**config.mk**
```make
export PLATFORM = sky130hd
export DESIGN_NAME = rfd_top
export DESIGN_NICKNAME = d
export VERILOG_FILES = /design/src/design/rfd_pkg.sv /design/src/design/rfd_sel_if.sv /design/src/design/rfd_johnson.sv /design/src/design/rfd_loss_mon.sv /design/src/design/rfd_top.sv
export VERILOG_INCLUDE_DIRS = /design/src /design/src/design
export SDC_FILE = /design/constraint.sdc
export NUM_CORES = 1
export LEC_CHECK = 0
export ABC_AREA = 1
export ABC_CLOCK_PERIOD_IN_PS = 1850
export BUFFER_PORTS_ARGS = -buffer_cell sky130_fd_sc_hd__buf_4
export CAP_MARGIN = 20
export CORE_MARGIN = 2
export CORE_UTILIZATION = 30
export CTS_CLUSTER_SIZE = 10
export DETAILED_ROUTE_END_ITERATION = 6
export SLEW_MARGIN = 5
export SYNTH_ARGS = -nofsm -noshare
export SYNTH_HDL_FRONTEND = slang
export SYNTH_SLANG_ARGS = --single-unit
```
**constraint.sdc**
```tcl
create_clock -name i_clk -period 1.85 [get_ports i_clk]
set_clock_uncertainty 0.05 [all_clocks]
set_input_delay 0.185 -clock i_clk [delete_from_list [all_inputs] [get_ports i_clk]]
set_output_delay 0.185 -clock i_clk [all_outputs]
set_load 0.1 [all_outputs]
```
**src/design/rfd_params.svh**
```systemverilog
`ifndef RFD_PARAMS_SVH
`define RFD_PARAMS_SVH

// System clock rate.
`define RFD_CLK_HZ          100000000
// Crystal and master reference rates in hertz.
`define RFD_XTAL_HZ         2450000
`define RFD_MASTER_HZ       19200
// Crystal edges per half period of the master square wave, nearest whole count.
`define RFD_XTAL_HALF_DIV   ((`RFD_XTAL_HZ + `RFD_MASTER_HZ) / (2 * `RFD_MASTER_HZ))
`define RFD_XDIV_W          7
// Twisted-ring stage counts: a ring of N stages divides by 2N.
`define RFD_DIV_4K8_STAGES  2
`define RFD_DIV_1K92_STAGES 5
`define RFD_DIV_1K6_STAGES  6
`define RFD_CYC_STAGES      6
`define RFD_CYC_STATES      12
// Master periods per 400 Hz period, and the missed-edge timeout.
`define RFD_MASTER_PER_CYC  48
`define RFD_LOSS_PERIODS    96
`define RFD_CHANNELS        2

`endif

```
**src/design/rfd_pkg.sv**
```systemverilog
package rfd_pkg;

   typedef enum logic {
      RFD_SEL_A,
      RFD_SEL_B
   } rfd_sel_t;

   typedef enum logic [0:0] {
      RFD_CH_A,
      RFD_CH_B
   } rfd_chan_t;

endpackage

```
**src/design/rfd_sel_if.sv**
```systemverilog
interface rfd_sel_if;
   logic             watch_rise;
   logic             master_tick;
   rfd_pkg::rfd_sel_t sel;

   modport mon (
      input  watch_rise,
      input  master_tick,
      output sel
   );

   modport top (
      output watch_rise,
      output master_tick,
      input  sel
   );
endinterface

```
**src/design/rfd_johnson.sv**
```systemverilog
`include "rfd_params.svh"

module rfd_johnson #(
   parameter int W = 2
) (
   input  wire logic         i_clk,
   input  wire logic         i_sys_rst,
   input  wire logic         i_tick,
   output logic [W-1:0]      o_state,
   output logic              o_rise
);

   logic [W-1:0] state_q;

   // Each tick shifts up and feeds back the inverted top stage, so every stage is a
   // clean half-duty square wave at 1/(2W) of the tick rate with no decode gates.
   always_ff @(posedge i_clk) begin
      if (i_sys_rst) begin
         state_q <= '0;
      end else if (i_tick) begin
         state_q <= {state_q[W-2:0], ~state_q[W-1]};
      end
   end

   assign o_state = state_q;
   // The top stage rises on the tick that moves a one into it.
   assign o_rise  = i_tick & state_q[W-2] & ~state_q[W-1];

   function automatic logic ring_ok(input logic [W-1:0] v);
      logic [W-1:0] d;
      d = (v ^ (v >> 1)) & {1'b0, {(W-1){1'b1}}};
      return ($countones(d) <= 1);
   endfunction

   property p_ring_legal;
      @(posedge i_clk) disable iff (i_sys_rst)
         ring_ok(state_q);
   endproperty
   a_ring_legal: assert property (p_ring_legal)
      else $error("Twisted-ring counter left its legal code set.");

   property p_step_only_on_tick;
      @(posedge i_clk) disable iff (i_sys_rst)
         !i_tick |=> $stable(state_q);
   endproperty
   a_step_only_on_tick: assert property (p_step_only_on_tick)
      else $error("Twisted-ring counter moved without a tick.");

endmodule

```
**src/design/rfd_loss_mon.sv**
```systemverilog
`include "rfd_params.svh"

module rfd_loss_mon #(
   parameter int LOSS_PERIODS = `RFD_LOSS_PERIODS
) (
   input  wire logic i_clk,
   input  wire logic i_sys_rst,
   rfd_sel_if.mon    bus
);

   localparam int CW = $clog2(LOSS_PERIODS + 1);
   localparam logic [CW-1:0] LAST = CW'(LOSS_PERIODS - 1);

   logic [CW-1:0]     cnt_q;
   rfd_pkg::rfd_sel_t sel_q;
   logic              timeout;

   // The count runs on the backup master, so a dead channel A oscillator still times out.
   assign timeout = bus.master_tick && (cnt_q == LAST);

   always_ff @(posedge i_clk) begin
      if (i_sys_rst) begin
         cnt_q <= '0;
      end else if (bus.watch_rise) begin
         cnt_q <= '0;
      end else if (bus.master_tick && cnt_q != LAST) begin
         cnt_q <= cnt_q + CW'(1);
      end
   end

   // Once on channel B the selection latches until reset; a recovered A is not trusted.
   always_ff @(posedge i_clk) begin
      if (i_sys_rst) begin
         sel_q <= rfd_pkg::RFD_SEL_A;
      end else begin
         case (sel_q)
            rfd_pkg::RFD_SEL_A: begin
               if (timeout) begin
                  sel_q <= rfd_pkg::RFD_SEL_B;
               end
            end
            rfd_pkg::RFD_SEL_B: sel_q <= rfd_pkg::RFD_SEL_B;
            default: sel_q <= rfd_pkg::RFD_SEL_B;
         endcase
      end
   end

   assign bus.sel = sel_q;

   property p_timeout_switches;
      @(posedge i_clk) disable iff (i_sys_rst)
         timeout |=> (sel_q == rfd_pkg::RFD_SEL_B);
   endproperty
   a_timeout_switches: assert property (p_timeout_switches)
      else $error("Selector did not move to channel B on timeout.");

   property p_sel_holds;
      @(posedge i_clk) disable iff (i_sys_rst)
         (sel_q == rfd_pkg::RFD_SEL_B) |=> (sel_q == rfd_pkg::RFD_SEL_B);
   endproperty
   a_sel_holds: assert property (p_sel_holds)
      else $error("Selector left channel B before reset.");

   property p_edge_clears;
      @(posedge i_clk) disable iff (i_sys_rst)
         bus.watch_rise |=> (cnt_q == '0);
   endproperty
   a_edge_clears: assert property (p_edge_clears)
      else $error("Watched edge did not restart the loss timer.");

   property p_no_early_switch;
      @(posedge i_clk) disable iff (i_sys_rst)
         (sel_q == rfd_pkg::RFD_SEL_A) && !timeout |=> (sel_q == rfd_pkg::RFD_SEL_A);
   endproperty
   a_no_early_switch: assert property (p_no_early_switch)
      else $error("Selector switched without a timeout.");

   c_switch: cover property (@(posedge i_clk) disable iff (i_sys_rst) timeout);

endmodule

```
**src/design/rfd_top.sv**
```systemverilog
// Operation
// - Master 19.2 kHz square wave is divided down from the 2.45 MHz crystal.
// - Master feeds two separately divided 4.8 kHz square waves.
// - One 4.8 kHz wave clocks the cycle register, the other feeds the amplifier.
// - Auxiliary dividers give 4.8, 1.92 and 1.6 kHz reference square waves.
// - All dividers after the master are twisted-ring counters; outputs come straight from stages.
// - Six complementary 400 Hz outputs, each lagging the previous by 30 degrees.
// - Six cycle register flip-flops change only on the 4.8 kHz clock pulse.
// - Each cycle register stage drives one amplifier channel, true and complement.
// - Oscillator divider, dividers and cycle register exist twice, both running.
// - Missing 400 Hz on channel A switches the load to B and holds it.
`include "rfd_params.svh"

module rfd_top #(
   parameter int LOSS_PERIODS = `RFD_LOSS_PERIODS,
   parameter int XTAL_HALF    = `RFD_XTAL_HALF_DIV
) (
   input  wire logic                       i_clk,
   input  wire logic                       i_sys_rst,
   input  wire logic                       i_xtal_a,
   input  wire logic                       i_xtal_b,
   output logic [`RFD_CYC_STAGES-1:0]      o_phase,
   output logic [`RFD_CYC_STAGES-1:0]      o_phase_n,
   output logic                            o_amp_4k8,
   output logic                            o_ref_4k8,
   output logic                            o_ref_1k92,
   output logic                            o_ref_1k6,
   output logic                            o_on_chan_b
);

   localparam int NCH = `RFD_CHANNELS;
   localparam int CS  = `RFD_CYC_STAGES;
   localparam logic [`RFD_XDIV_W-1:0] XDIV_LAST = `RFD_XDIV_W'(XTAL_HALF - 1);

   logic [NCH-1:0]           xtal_pin;
   logic [NCH-1:0]           xs1_q;
   logic [NCH-1:0]           xs2_q;
   logic [NCH-1:0]           xs3_q;
   logic [NCH-1:0]           xrise;
   logic [`RFD_XDIV_W-1:0]   xdiv_q [NCH];
   logic [NCH-1:0]           master_q;
   logic [NCH-1:0]           master_tick;

   logic [NCH-1:0]           cyc_clk_sq;
   logic [NCH-1:0]           cyc_tick;
   logic [NCH-1:0]           amp_sq;
   logic [NCH-1:0]           ref48_sq;
   logic [NCH-1:0]           ref192_sq;
   logic [NCH-1:0]           ref16_sq;
   logic [CS-1:0]            cyc_st [NCH];
   logic [NCH-1:0]           cyc_rise;

   logic [CS-1:0]            phase_q;
   logic [CS-1:0]            phase_n_q;
   logic                     amp_q;
   logic                     ref48_q;
   logic                     ref192_q;
   logic                     ref16_q;
   logic                     on_b_q;
   logic                     use_b;

   rfd_sel_if sel_bus ();

   assign xtal_pin = {i_xtal_b, i_xtal_a};

   // Crystal pins are asynchronous; two flops settle them before the edge detector.
   always_ff @(posedge i_clk) begin
      if (i_sys_rst) begin
         xs1_q <= '0;
         xs2_q <= '0;
         xs3_q <= '0;
      end else begin
         xs1_q <= xtal_pin;
         xs2_q <= xs1_q;
         xs3_q <= xs2_q;
      end
   end

   assign xrise = xs2_q & ~xs3_q;

   for (genvar ch = 0; ch < NCH; ch++) begin : g_ch
      logic [`RFD_DIV_4K8_STAGES-1:0]  cyc_div_st;
      logic [`RFD_DIV_4K8_STAGES-1:0]  amp_div_st;
      logic [`RFD_DIV_4K8_STAGES-1:0]  r48_st;
      logic [`RFD_DIV_1K92_STAGES-1:0] r192_st;
      logic [`RFD_DIV_1K6_STAGES-1:0]  r16_st;

      // Master square wave: toggle after a fixed count of crystal edges.
      always_ff @(posedge i_clk) begin
         if (i_sys_rst) begin
            xdiv_q[ch]   <= '0;
            master_q[ch] <= 1'b0;
         end else if (xrise[ch]) begin
            if (xdiv_q[ch] == XDIV_LAST) begin
               xdiv_q[ch]   <= '0;
               master_q[ch] <= ~master_q[ch];
            end else begin
               xdiv_q[ch] <= xdiv_q[ch] + `RFD_XDIV_W'(1);
            end
         end
      end

      // Every divider below steps on the master's rising edge only.
      assign master_tick[ch] = xrise[ch] && (xdiv_q[ch] == XDIV_LAST) && !master_q[ch];

      // Two independent 4.8 kHz dividers, one per load.
      rfd_johnson #(.W(`RFD_DIV_4K8_STAGES)) u_cyc_div (
         .i_clk     (i_clk),
         .i_sys_rst (i_sys_rst),
         .i_tick    (master_tick[ch]),
         .o_state   (cyc_div_st),
         .o_rise    (cyc_tick[ch])
      );

      rfd_johnson #(.W(`RFD_DIV_4K8_STAGES)) u_amp_div (
         .i_clk     (i_clk),
         .i_sys_rst (i_sys_rst),
         .i_tick    (master_tick[ch]),
         .o_state   (amp_div_st),
         .o_rise    ()
      );

      rfd_johnson #(.W(`RFD_DIV_4K8_STAGES)) u_ref48 (
         .i_clk     (i_clk),
         .i_sys_rst (i_sys_rst),
         .i_tick    (master_tick[ch]),
         .o_state   (r48_st),
         .o_rise    ()
      );

      rfd_johnson #(.W(`RFD_DIV_1K92_STAGES)) u_ref192 (
         .i_clk     (i_clk),
         .i_sys_rst (i_sys_rst),
         .i_tick    (master_tick[ch]),
         .o_state   (r192_st),
         .o_rise    ()
      );

      rfd_johnson #(.W(`RFD_DIV_1K6_STAGES)) u_ref16 (
         .i_clk     (i_clk),
         .i_sys_rst (i_sys_rst),
         .i_tick    (master_tick[ch]),
         .o_state   (r16_st),
         .o_rise    ()
      );

      // Cycle register: six stages, twelve states, one 4.8 kHz period per state.
      rfd_johnson #(.W(CS)) u_cycle (
         .i_clk     (i_clk),
         .i_sys_rst (i_sys_rst),
         .i_tick    (cyc_tick[ch]),
         .o_state   (cyc_st[ch]),
         .o_rise    (cyc_rise[ch])
      );

      assign cyc_clk_sq[ch] = cyc_div_st[`RFD_DIV_4K8_STAGES-1];
      assign amp_sq[ch]     = amp_div_st[`RFD_DIV_4K8_STAGES-1];
      assign ref48_sq[ch]   = r48_st[`RFD_DIV_4K8_STAGES-1];
      assign ref192_sq[ch]  = r192_st[`RFD_DIV_1K92_STAGES-1];
      assign ref16_sq[ch]   = r16_st[`RFD_DIV_1K6_STAGES-1];
   end

   // The top stage of channel A's cycle register is the watched 400 Hz output.
   assign sel_bus.watch_rise  = cyc_rise[rfd_pkg::RFD_CH_A];
   assign sel_bus.master_tick = master_tick[rfd_pkg::RFD_CH_B];

   rfd_loss_mon #(.LOSS_PERIODS(LOSS_PERIODS)) u_loss (
      .i_clk     (i_clk),
      .i_sys_rst (i_sys_rst),
      .bus       (sel_bus.mon)
   );

   // Both channels keep running; only the output multiplexer follows the selector.
   assign use_b = (sel_bus.sel == rfd_pkg::RFD_SEL_B);

   // Channel select for the single-bit reference outputs; both channels run regardless.
   function automatic logic pick(input logic [NCH-1:0] v, input logic b);
      return b ? v[1] : v[0];
   endfunction

   always_ff @(posedge i_clk) begin
      if (i_sys_rst) begin
         phase_q   <= '0;
         phase_n_q <= '1;
      end else begin
         phase_q   <= use_b ? cyc_st[1] : cyc_st[0];
         phase_n_q <= use_b ? ~cyc_st[1] : ~cyc_st[0];
      end
   end

   always_ff @(posedge i_clk) begin
      if (i_sys_rst) begin
         amp_q    <= 1'b0;
         ref48_q  <= 1'b0;
         ref192_q <= 1'b0;
         ref16_q  <= 1'b0;
      end else begin
         amp_q    <= pick(amp_sq, use_b);
         ref48_q  <= pick(ref48_sq, use_b);
         ref192_q <= pick(ref192_sq, use_b);
         ref16_q  <= pick(ref16_sq, use_b);
      end
   end

   always_ff @(posedge i_clk) begin
      if (i_sys_rst) begin
         on_b_q <= 1'b0;
      end else begin
         on_b_q <= use_b;
      end
   end

   assign o_phase     = phase_q;
   assign o_phase_n   = phase_n_q;
   assign o_amp_4k8   = amp_q;
   assign o_ref_4k8   = ref48_q;
   assign o_ref_1k92  = ref192_q;
   assign o_ref_1k6   = ref16_q;
   assign o_on_chan_b = on_b_q;

   property p_master_on_xtal;
      @(posedge i_clk) disable iff (i_sys_rst)
         $changed(master_q[0]) |-> $past(xrise[0]);
   endproperty
   a_master_on_xtal: assert property (p_master_on_xtal)
      else $error("Master wave moved without a crystal edge.");

   property p_two_4k8_lockstep;
      @(posedge i_clk) disable iff (i_sys_rst)
         cyc_clk_sq[0] == amp_sq[0];
   endproperty
   a_two_4k8_lockstep: assert property (p_two_4k8_lockstep)
      else $error("The two 4.8 kHz dividers disagree.");

   property p_cycle_clock_source;
      @(posedge i_clk) disable iff (i_sys_rst)
         $rose(cyc_clk_sq[0]) |-> $past(cyc_tick[0]);
   endproperty
   a_cycle_clock_source: assert property (p_cycle_clock_source)
      else $error("Cycle register stepped off its 4.8 kHz edge.");

   property p_ref_follows;
      @(posedge i_clk) disable iff (i_sys_rst)
         !use_b ##1 !use_b |-> o_ref_1k6 == $past(ref16_sq[0]);
   endproperty
   a_ref_follows: assert property (p_ref_follows)
      else $error("1.6 kHz reference does not follow channel A.");

   property p_complement;
      @(posedge i_clk) disable iff (i_sys_rst)
         o_phase_n == ~o_phase;
   endproperty
   a_complement: assert property (p_complement)
      else $error("Phase outputs are not complementary.");

   property p_lag_30;
      @(posedge i_clk) disable iff (i_sys_rst)
         cyc_tick[0] |=> cyc_st[0][CS-1:1] == $past(cyc_st[0][CS-2:0]);
   endproperty
   a_lag_30: assert property (p_lag_30)
      else $error("Cycle register stage did not take its neighbour's value.");

   property p_wrap;
      @(posedge i_clk) disable iff (i_sys_rst)
         cyc_tick[0] && cyc_st[0] == 6'h3F |=> cyc_st[0] == 6'h3E;
   endproperty
   a_wrap: assert property (p_wrap)
      else $error("Cycle register ring did not invert its feedback.");

   property p_b_lockstep;
      @(posedge i_clk) disable iff (i_sys_rst)
         cyc_clk_sq[1] == amp_sq[1];
   endproperty
   a_b_lockstep: assert property (p_b_lockstep)
      else $error("Channel B 4.8 kHz dividers disagree.");

   property p_b_lag_30;
      @(posedge i_clk) disable iff (i_sys_rst)
         cyc_tick[1] |=> cyc_st[1][CS-1:1] == $past(cyc_st[1][CS-2:0]);
   endproperty
   a_b_lag_30: assert property (p_b_lag_30)
      else $error("Channel B cycle register stage did not take its neighbour's value.");

   property p_drive_one;
      @(posedge i_clk) disable iff (i_sys_rst)
         use_b |=> o_phase == $past(cyc_st[1]);
   endproperty
   a_drive_one: assert property (p_drive_one)
      else $error("Phase output does not follow the selected channel.");

   property p_flag_tracks;
      @(posedge i_clk) disable iff (i_sys_rst)
         use_b |=> o_on_chan_b ##1 o_on_chan_b;
   endproperty
   a_flag_tracks: assert property (p_flag_tracks)
      else $error("Channel B flag dropped after the switch.");

   c_master_a: cover property (@(posedge i_clk) disable iff (i_sys_rst) master_tick[0]);
   c_cycle_b: cover property (@(posedge i_clk) disable iff (i_sys_rst) cyc_rise[1]);
   c_on_b: cover property (@(posedge i_clk) disable iff (i_sys_rst) $rose(o_on_chan_b));
   c_full_ring: cover property (@(posedge i_clk) disable iff (i_sys_rst)
      cyc_tick[0] && cyc_st[0] == 6'h20);

endmodule

```
==> summary.md, run 1 <==
| Metric | Value |
|---|---|
| Final Max Tran Viols | 0 |
| M1 GR Usage | 0.126 |
| Initial Util | 0.303 |
| Required @ worst endpoint | ~2.1 ns |
| Total negative slack | 0 ns |
| Crit-path max FO | 12 |
| Crit-path cells | ha_1, nand2_1, nor2_2, nand3_2, nor2_4, buf_12, nand2_4, nor2_4, nor2_1, nor2_1 |
| Buffers & Inverters on Critical Path | 1 |
| Syn-to-layout area delta | 22.0% |
| Worst R2R Setup Slack | around 0.11 ns |
| Antenna violations before repair | 0 |
| Synth warnings | 0 |
| DR pass1 iterations | 4 |
| Congestion Overflow GR | 0 |
| Max_slew headroom | 0.641 |
| Hold_sp | i_sys_rst |
| Period utilization | 0.939 |
| N_diodes | 0 |
| Final setup violation count | 0 |
| Die Ht | 114 um |
| Total Wirelength | 6.50 mm |
| Async S/R FF share, synth | 0 |
| Root buffer cell | clkbuf_16 |
| Syn Inst Count | roughly 430 |
| Nets | 470 |
| Routed Antenna Nets | 0 |
| Rows | 40 |
| Post-Syn Area | between 3000 and 4000 sq um |
| CTS tree | yes |
| Critical-path top delay cell | edfxtp_1 |
| Critical path's top delay family | simple AND/OR/NAND/NOR gates |
| FF-to-FF End | g_ch[1].u_cycle.o_state[5]$_SDFFE_PP0P_ |
| Crit start category | flip-flop |
| I/O Buffers | 20 |
| CP Capture Type | flip-flop |
| Chip Width | roughly 110 um |
| Largest net degree at the start of global routing | 30 |
| Post-layout worst setup margin | 0.113 ns |
| GR peak layer | met2 |
| Synthesized flop and latch total | 93 |
| Deepest clock path buffer count | 2 |
| Core area | about 12,000 sq um |
| Number of global-route vias before repair | approximately 2,400 |
| Pwr Total | roughly 0.0042 W |
| Die Area | between 10,000 and 15,000 sq um |
| GR Util All Layers | 0.105 |
| Syn Area/Cell | between 8 and 9 sq um |
| RD Place Congestion | ~0.8 |
| Pre-CTS setup slack | 0.0422 ns |
| Achievable frequency | ~0.58 GHz |
| Top_reg_cell synth | dfxtp_1 |
| Max H-tree Level | 3 |
| Unrepaired setup endpoints after global routing | true |
| Worst vdd ir | just over 400 uV |
| Placed Instances | between 500 and 600 |
| Yosys cell types | 31 |
| Cell leakage power | 1.87 nW |
| Residual DRC | 0 |
| CTS buffer count | 9 |
| R2R depth | 10 |
| GR Layer Usage met3 | 0.0324 |
| Syn_nets | 434 |
| First-pass GRT wire length | 10.8 mm |
| Hold_ws | a little over 0.1 ns |
| Clk pin slew, worst setup/hold paths | about 0.060 ns |
| Slowest Stage Delay on Critical Path | 0.37 ns |
| Clk_lat worst skew | about 0.33 ns |
| Worst EP arrival | 1.95 ns |
| Fin crit period | about 1.7 ns |
| Slew @ Worst Pin | approximately 0.53 ns |
| Layout cells sized above 1 | 0.171 |
| M2 GR Usage | 0.172 |
| Post-DP HPWL | 4.26 mm |
| Hold Path Class | in2reg |
| DR iter-0 viols | roughly 200 |
| Total of max-cap violations | 0 |
| WHS Endpoint | g_ch[0].u_cyc_div.o_state[1]$_SDFFE_PP0N_ |
| Crit Path Class | reg2reg |
| Vias | between 2,000 and 3,000 |
| Top-Level Pins | 21 |
| Avg Vias per Cell | between 4 and 5 |
| Wirelength per Cell | roughly 11 um |
| Crit path depth | 10 |
| Clock sink total | 93 |
| Hold Crit Depth | 2 |
| Pwr/cell area | ~960 nW/um^2 |
| Worst r2r src | xdiv_q[1][0]$_SDFFCE_PN0P_ |
| Outcome | finished clean |
| Post-synth EDFFs | 14 |
| Endpoints failing hold | 0 |
| Layout Cells excl Fill | a little over 600 |
| Sequential fraction of the synthesis area | 0.556 |
[layout make-up]
type                            count  area (sq um)
Clock buffer                       11           264
Clock inverter                      5          78.8
Fill cell                        1205          7470
Inverter                           51           198
Multi-Input combinational cell    267          1320
Sequential cell                    93          2000
Tap cell                          147           184
Timing Repair Buffer               41           344
[metal layers]
layer,vias up,wire length (um)
li1,1431,-
met1,1222,3080
met2,29,3100
met3,9,207
met4,0,112
met5,-,0
[worst register-to-register path, stage by stage, from the launching register on]
cell and delay [ns]:
edfxtp_1 0.37, ha_1 0.18, nand2_1 0.09, nor2_2 0.14, nand3_2 0.11, nor2_4 0.15
buf_12 0.15, nand2_4 0.06, nor2_4 0.18, nor2_1 0.06, nor2_1 0.11
[layout by cell type, fill, tap and decap left out, types with 2 or more instances in the layout]
| master | n |
|---|---|
| bufinv_16 | 2 |
| nand2_2 | 3 |
| nor3_1 | 5 |
| inv_4 | 2 |
| ha_1 | 2 |
| or2_2 | 6 |
| a21oi_1 | 28 |
| edfxtp_1 | 14 |
| buf_4 | 34 |
| o21ai_1 | 13 |
| nor2_4 | 4 |
| xnor2_1 | 2 |
| inv_1 | 48 |
| xor2_1 | 6 |
| clkinvlp_4 | 2 |
| nor2_2 | 2 |
| nand2_1 | 42 |
| clkbuf_16 | 11 |
| nand3_1 | 19 |
| dfxtp_1 | 79 |
| o21ai_0 | 36 |
| dlygate4sd3_1 | 2 |
| nand3_2 | 2 |
| nor2_1 | 88 |
[cells in the mapped netlist (5+ instances only)]
| library cell | count | area, sq um |
|---|---|---|
| a21oi_1 | 28 | 140 |
| or2_2 | 6 | 37.5 |
| inv_1 | 49 | 184 |
| xor2_1 | 6 | 52.6 |
| nand3_1 | 19 | 95.1 |
| clkbuf_1 | 7 | 26.3 |
| o21ai_0 | 45 | 225 |
| buf_6 | 5 | 56.3 |
| nand2_1 | 43 | 161 |
| nor3_1 | 5 | 25.0 |
| dfxtp_1 | 79 | 1580 |
| nor2_1 | 88 | 330 |
| nor2_2 | 5 | 31.3 |
| edfxtp_1 | 14 | 420 |
[what timing repair did]
action	4_1_cts	5_1_grt
hold endpoints to repair	2	0
resized for setup	0	19
buffers inserted	0	10
hold buffers	2	0
endpoints found under the setup margin	0	36
[where the power goes]
group	switching [W]	internal, W	total (W)
Clock	0.000748	0.00130	0.00205
Sequential	0.0000146	0.00207	0.00209
Combinational	0.0000598	0.0000336	0.0000934
[logic make-up after synthesis]
kind of cell,after synthesis,synth area share
AO/OA/AOI/OAI,78,0.109
buffers and inverters,67,0.0841
adder cells (fa/ha/maj),3,0.0104
AND/OR/NAND/NOR,178,0.220
XOR/XNOR,8,0.0195
flip-flops,93,0.556
[flip-flops by register name (all words and copies together), names as in the netlist, 2 cells and up]
signal / cells
g_ch.u_ref16.o_state: 12
xs2_q: 2
g_ch.u_amp_div.o_state: 4
xdiv_q: 14
master_q: 2
g_ch.u_ref48.o_state: 4
o_phase_n: 6
o_phase: 6
g_ch.u_cyc_div.o_state: 4
xs3_q: 2
u_loss.cnt_q: 7
g_ch.u_cycle.o_state: 12
xs1_q: 2
g_ch.u_ref192.o_state: 10
[how the worst max path moves through the flow]
stage | startpoint | endpoint | slack (ns)
floorplan | xdiv_q[0][0]$_SDFFCE_PN0P_ | u_loss.cnt_q[4]$_SDFFE_PP0P_ | 0.32
detailed placement | xdiv_q[0][0]$_SDFFCE_PN0P_ | g_ch[0].u_ref48.o_state[1]$_SDFFE_PP0N_ | 0.04
global route | xdiv_q[1][0]$_SDFFCE_PN0P_ | g_ch[1].u_cycle.o_state[5]$_SDFFE_PP0P_ | -0.02
CTS | xdiv_q[0][0]$_SDFFCE_PN0P_ | g_ch[0].u_ref48.o_state[1]$_SDFFE_PP0N_ | 0.03
global placement | xdiv_q[0][0]$_SDFFCE_PN0P_ | g_ch[0].u_ref192.o_state[4]$_SDFFE_PP0N_ | 0.11
finish | xdiv_q[1][0]$_SDFFCE_PN0P_ | g_ch[1].u_cycle.o_state[5]$_SDFFE_PP0P_ | 0.11
[metrics by stage]
| stage | utilization | cell area (sq um) |
|---|---|---|
| 2_1_floorplan | - | 3600 |
| 3_3_place_gp | 0.328 | 3890 |
| 3_5_place_dp | 0.328 | 3890 |
| 4_1_cts | 0.358 | 4250 |
| 5_1_grt | 0.370 | 4390 |
| 6_report | 0.370 | 4390 |
Power figures use the tool's default switching activity.
==> inputs of run 2 (changes only) <==
--- a/config.mk
+++ b/config.mk
@@ -10,10 +10,13 @@
 export ABC_CLOCK_PERIOD_IN_PS = 1850
 export BUFFER_PORTS_ARGS = -buffer_cell sky130_fd_sc_hd__buf_4
 export CAP_MARGIN = 20
+export CELL_PAD_IN_SITES_DETAIL_PLACEMENT = 1
+export CELL_PAD_IN_SITES_GLOBAL_PLACEMENT = 1
 export CORE_MARGIN = 2
 export CORE_UTILIZATION = 30
 export CTS_CLUSTER_SIZE = 10
 export DETAILED_ROUTE_END_ITERATION = 6
+export PLACE_DENSITY_LB_ADDON = 0.1
 export SLEW_MARGIN = 5
 export SYNTH_ARGS = -nofsm -noshare
 export SYNTH_HDL_FRONTEND = slang
==> summary.md, run 2 (synthesis results as in run 1) <==
| Metric | Value |
|---|---|
| Top-Level Pins | 21 |
| Rows | 40 |
| Required @ worst endpoint | about 2 ns |
| Max_slew headroom | 0.322 |
| GR Util All Layers | 0.122 |
| CTS buffer count | 9 |
| Cell leakage power | between 1.5 and 2 nW |
| First-pass GRT wire length | ~13 mm |
| Clock sink total | 93 |
| RD Place Congestion | between 0.7 and 0.8 |
| Period utilization | 0.929 |
| Worst EP arrival | approximately 1.9 ns |
| Syn-to-layout area delta | 22.2% |
| Final Max Tran Viols | 0 |
| Endpoints failing hold | 0 |
| Total negative slack | 0 ns |
| Post-DP HPWL | roughly 4.9 mm |
| Core area | 11,900 sq um |
| Initial Util | 0.303 |
| Layout cells sized above 1 | 0.175 |
| Commonest non-fill, non-tap cell in the layout | nor2_1 |
| Reg with most FFs | xdiv_q |
| Crit Path Class | reg2reg |
| Final setup violation count | 0 |
| Hold Path Class | in2reg |
| Outcome | finished clean |
| Die Area | around 13,000 sq um |
| Die Ht | between 100 and 150 um |
| Cell Area, Placed | between 3000 and 4000 sq um |
| Max H-tree Level | 3 |
| FILL cells | 1,398 |
| Total of max-cap violations | 0 |
| DR pass1 iterations | 4 |
| N_diodes | 0 |
| Congestion Overflow GR | 0 |
| Number of global-route vias before repair | about 2,700 |
| CP Capture Type | flip-flop |
| Crit-path max FO | 5 |
| Wirelength per Cell | 12.3 um |
| Worst vdd ir | 374 uV |
| Total Wirelength | 7.60 mm |
| Slew @ Worst Pin | a little over 1 ns |
| Fin crit period | ~1.7 ns |
| Crit start category | flip-flop |
| Root buffer cell | clkbuf_16 |
| Vias | around 2,700 |
| DR iter-0 viols | about 140 |
| I/O Buffers | 20 |
| Achievable frequency | slightly below 0.6 GHz |
| Antenna violations before repair | 0 |
| Residual DRC | 0 |
| Avg Vias per Cell | roughly 4.4 |
| Pwr/cell area | ~900 nW/um^2 |
| CTS tree | yes |
| Clk_lat worst skew | 0.34 ns |
| Commonest non-fill, non-tap cells in the layout | 87 x nor2_1, 79 x dfxtp_1, 48 x inv_1 |
| Deepest clock path buffer count | 2 |
| Largest net degree at the start of global routing | 36 |
| Routed Antenna Nets | 0 |
| Max reg flops | 14 |
| Chip Width | between 100 and 150 um |
| Nets | roughly 470 |
| Clk pin slew, worst setup/hold paths | roughly 0.060 ns |
| Design area | between 4000 and 5000 sq um |
==> run 2: cell types whose count changed in the layout (fill, tap and decap cells not counted), sizes merged <==
cell / change
clkinvlp: +1
inv: -1
clkbuf: -1
buf: +2
clkinv: +1
bufinv: -1
==> run 2: final cells by class <==
cell class / count / area [sq um] / area share
sequential: 93 / 2000 / 0.455
multi-input combinational: 267 / 1350 / 0.306
timing repair buffer: 41 / 372 / 0.0845
clock buffer: 12 / 246 / 0.0560
inverter: 51 / 198 / 0.0449
tap: 147 / 184 / 0.0418
clock inverter: 4 / 47.5 / 0.0108
timing repair inverter: 1 / 5.00 / 0.00114
==> run 2: timing repair <==
action / in CTS / in global routing
buffers inserted: 0 / 10
resized for setup: 0 / 25
hold buffers: 2 / 0
setup endpoints to repair: 0 / 41
hold endpoints to repair: 2 / 0
==> run 2: worst max-delay path: stages (launching register included) <==
cell,delay [ns]
edfxtp_1,0.40
ha_4,0.17
nand3_4,0.09
nor2_4,0.12
nand2_2,0.08
nor2_4,0.19
clkinvlp_4,0.19
buf_4,0.18
nor2_1,0.08
nor2_1,0.05
==> run 2: worst paths after layout <==
check                        startpoint                                        end  slack (ns)  cells past startpoint
max          xdiv_q[0][1]$_SDFFCE_PN0P_  g_ch[0].u_amp_div.o_state[1]$_SDFFE_PP0N_        0.13                      9
max reg2reg  xdiv_q[0][1]$_SDFFCE_PN0P_  g_ch[0].u_amp_div.o_state[1]$_SDFFE_PP0N_        0.13                      9
min reg2reg         xs1_q[1]$_SDFF_PP0_                        xs2_q[1]$_SDFF_PP0_        0.36                      2
min                           i_sys_rst                        xs2_q[1]$_SDFF_PP0_        0.10                      2
==> run 2: where the power goes <==
group          internal [W]  switching (W)  total [W]
Clock               0.00108       0.000741    0.00182
Sequential          0.00207      0.0000164    0.00209
Combinational     0.0000373      0.0000633   0.000101
Total               0.00319       0.000821    0.00401
==> run 2: routing by layer <==
metal / vias to the layer above / share of wire / global-route usage
met5: - / 0 / 0
met4: 0 / 0.0087 / 0.0366
met3: 4 / 0.028 / 0.0478
met2: 21 / 0.48 / 0.197
met1: 1262 / 0.48 / 0.153
li1: 1429 / - / -
==> run 2: stage by stage <==
step                      hold WS, ns  instances  power (W)  setup WS, ns  utilization
after detailed placement        0.352        586    0.00222        0.0423        0.328
after global placement          0.336        586    0.00222         0.117        0.328
after global routing            0.100        616    0.00419       -0.0114        0.371
after floorplan                 0.204        427    0.00219         0.320            -
after CTS                      0.0968        604    0.00408        0.0112        0.355
final                           0.103        616    0.00401         0.131        0.371
==> inputs of run 3 (changes only) <==
--- a/config.mk
+++ b/config.mk
@@ -6,7 +6,7 @@
 export SDC_FILE = /design/constraint.sdc
 export NUM_CORES = 1
 export LEC_CHECK = 0
-export ABC_AREA = 1
+export ABC_AREA = 0
 export ABC_CLOCK_PERIOD_IN_PS = 1850
 export BUFFER_PORTS_ARGS = -buffer_cell sky130_fd_sc_hd__buf_4
 export CAP_MARGIN = 20
==> summary.md, run 3 <==
| Metric | Value |
|---|---|
| WHS Endpoint | xs1_q[0]$_SDFF_PP0_ |
| Reg with most FFs | xdiv_q |
| Post-synth EDFFs | 14 |
| Layout cells sized above 1 | 0.211 |
| Syn Inst Count | between 300 and 400 |
| Nets | 414 |
| Sequential fraction of the synthesis area | 0.577 |
| Placed Instances | 532 |
| Max H-tree Level | 3 |
| Pwr/cell area | around 910 nW/um^2 |
| Crit-path max FO | 6 |
| Syn Area/Cell | 9.66 sq um |
| Syn_nets | around 370 |
| Crit start category | flip-flop |
| Cell leakage power | approximately 1.5 nW |
| Hold Path Class | in2reg |
| Rows | 39 |
| Residual DRC | 0 |
| Most numerous cell in the Yosys netlist | dfxtp_1 |
| Avg Vias per Cell | 4.71 |
| First-pass GRT wire length | between 10 and 15 mm |
| FILL cells | roughly 1,300 |
| CTS tree | yes |
| Hold_ws | between 0.01 and 0.015 ns |
| Max_slew headroom | 0.667 |
| Final setup violation count | 0 |
| Antenna violations before repair | 0 |
| Top-Level Pins | 21 |
| Wirelength per Cell | about 14 um |
| Core area | ~11,000 sq um |
| Initial Util | 0.305 |
| Total of max-cap violations | 0 |
| Clock sink total | between 90 and 100 |
| Endpoints failing hold | 0 |
| I/O Buffers | 20 |
| Deepest clock path buffer count | 2 |
| Root buffer cell | clkbuf_16 |
| Total Wirelength | between 7 and 8 mm |
| Die Area | between 10,000 and 15,000 sq um |
| Worst r2r src | master_q[1]$_SDFFE_PP0N_ |
| N_diodes | 0 |
| Worst EP arrival | 2.03 ns |
| Synth top area cells | dfxtp_1 46%, edfxtp_1 12%, mux2i_1 6.1%, nand2_1 5.8%, a21oi_1 4.9% |
| Achievable frequency | roughly 0.56 GHz |
| Area leader, netlist | dfxtp_1 |
| Routed Antenna Nets | 0 |
| Required @ worst endpoint | 2.09 ns |
| DR pass1 iterations | 4 |
| Syn-to-layout area delta | 27.4% |
| Synth warnings | 0 |
| R2R depth | 4 |
| Chip Width | about 110 um |
| Hold_sp | i_xtal_a |
| CTS buffer count | 9 |
| Vias | approximately 2,600 |
| Outcome | finished clean |
| Worst R2R Setup Slack | 0.06 ns |
| Die Ht | about 110 um |
| Synth top area share | 0.456 |
| Synth top cells by count | 79 x dfxtp_1, 54 x nand2_1, 41 x nor2_1, 34 x a21oi_1, 21 x mux2i_1 |
| Top_reg_cell synth | dfxtp_1 |
| Synthesized flop and latch total | 93 |
| Post-Syn Area | around 3500 sq um |
| Hold Crit Depth | 2 |
| DR iter-0 viols | 90 |
| Async S/R FF share, synth | 0 |
| Congestion Overflow GR | 0 |
| Yosys cell types | 39 |
| FF-to-FF End | u_loss.cnt_q[5]$_SDFFE_PP0P_ |
| Number of global-route vias before repair | ~2,600 |
| Unrepaired setup endpoints after global routing | true |
| Max reg flops | 14 |
| Clk_lat worst skew | 0.35 ns |
| Commonest non-fill, non-tap cells in the layout | 78 x dfxtp_1, 54 x nand2_1, 49 x buf_4 |
| Commonest non-fill, non-tap cell in the layout | dfxtp_1 |
| Crit Path Class | reg2reg |
| Period utilization | 0.969 |
| RD Place Congestion | between 0.6 and 0.7 |
| Final Max Tran Viols | 0 |
| GR Util All Layers | 0.134 |
| Worst vdd ir | ~530 uV |
| CP Capture Type | flip-flop |
| Clk pin slew, worst setup/hold paths | ~0.06 ns |
| Slew @ Worst Pin | roughly 0.50 ns |
| Largest net degree at the start of global routing | 34 |
| Layout Cells excl Fill | between 500 and 600 |
| Post-DP HPWL | approximately 5.0 mm |
| Fin crit period | ~1.8 ns |
run 3: repair_timing:
item / 4_1_cts / 5_1_grt
endpoints found under the hold margin: 1 / 0
endpoints found under the setup margin: 14 / 27
hold buffers: 1 / 0
buffers inserted: 0 / 4
resized for setup: 3 / 18
pin swaps: 0 / 6
gates cloned: 0 / 2
run 3: per-stage QoR:
stage	instance area [sq um]	power (W)	utilization	TNS, ns	setup slack (ns)
detailed placement	3980	0.00224	0.350	-0.0433	-0.0217
CTS	4290	0.00411	0.377	0	0.0150
global route	4420	0.00421	0.389	-0.000443	-0.000443
finish	4420	0.00403	0.389	0	0.0578
floorplan	3500	0.00220	-	0	0.00676
global placement	3980	0.00224	0.350	0	0.00418
run 3: layout make-up:
type | instances | area (sq um) | share of cell area
clock buffer | 11 | 233 | 0.0527
timing repair buffer | 54 | 442 | 0.0999
inverter | 10 | 37.5 | 0.00849
multi-input combinational | 239 | 1470 | 0.334
tap | 143 | 179 | 0.0405
sequential | 93 | 2000 | 0.453
clock inverter | 5 | 51.3 | 0.0116
run 3: metal layers:
layer  vias up  GRT usage  wire length [um]
li1       1321          -                 -
met1      1262      0.170              3840
met2        17      0.204              3690
met3        13     0.0294               160
met4         0     0.0889               233
met5         -          0                 0
run 3: critical path, stage by stage, from the launching register on:
cell	delay [ns]
dfxtp_2	0.32
or3b_4	0.39
or3_4	0.43
or4_4	0.43
a21oi_2	0.12
run 3: worst max path at each step:
| stage | start | endpoint | slack [ns] | depth (start not counted) |
|---|---|---|---|---|
| after floorplan | xdiv_q[1][0]$_SDFFCE_PN0P_ | u_loss.cnt_q[5]$_SDFFE_PP0P_ | 0.007 | 6 |
| after global placement | xs2_q[1]$_SDFF_PP0_ | u_loss.cnt_q[5]$_SDFFE_PP0P_ | 0.004 | 4 |
| after detailed placement | xdiv_q[0][6]$_SDFFCE_PN0P_ | g_ch[0].u_cycle.o_state[3]$_SDFFE_PP0P_ | -0.02 | 6 |
| after CTS | master_q[1]$_SDFFE_PP0N_ | u_loss.cnt_q[5]$_SDFFE_PP0P_ | 0.02 | 4 |
| after global routing | xdiv_q[1][0]$_SDFFCE_PN0P_ | g_ch[1].u_cycle.o_state[0]$_SDFFE_PP0P_ | -0.0004 | 7 |
| final | master_q[1]$_SDFFE_PP0N_ | u_loss.cnt_q[5]$_SDFFE_PP0P_ | 0.06 | 4 |
run 3: report_power, final:
part / switching, W / total, W / internal (W)
Combinational: 0.0000659 / 0.000114 / 0.0000479
Sequential: 0.0000196 / 0.00209 / 0.00207
Clock: 0.000789 / 0.00183 / 0.00104
Total: 0.000874 / 0.00403 / 0.00316
run 3: logic make-up after synthesis:
logic type               count (synthesis)  share of synthesized area
buffers and inverters                   27                     0.0303
AND/OR/NAND/NOR                        150                      0.206
AO/OA/AOI/OAI                           57                     0.0948
multiplexers                            21                     0.0606
flip-flops                              93                      0.577
adder cells (fa/ha/maj)                  3                     0.0108
XOR/XNOR                                 8                     0.0202
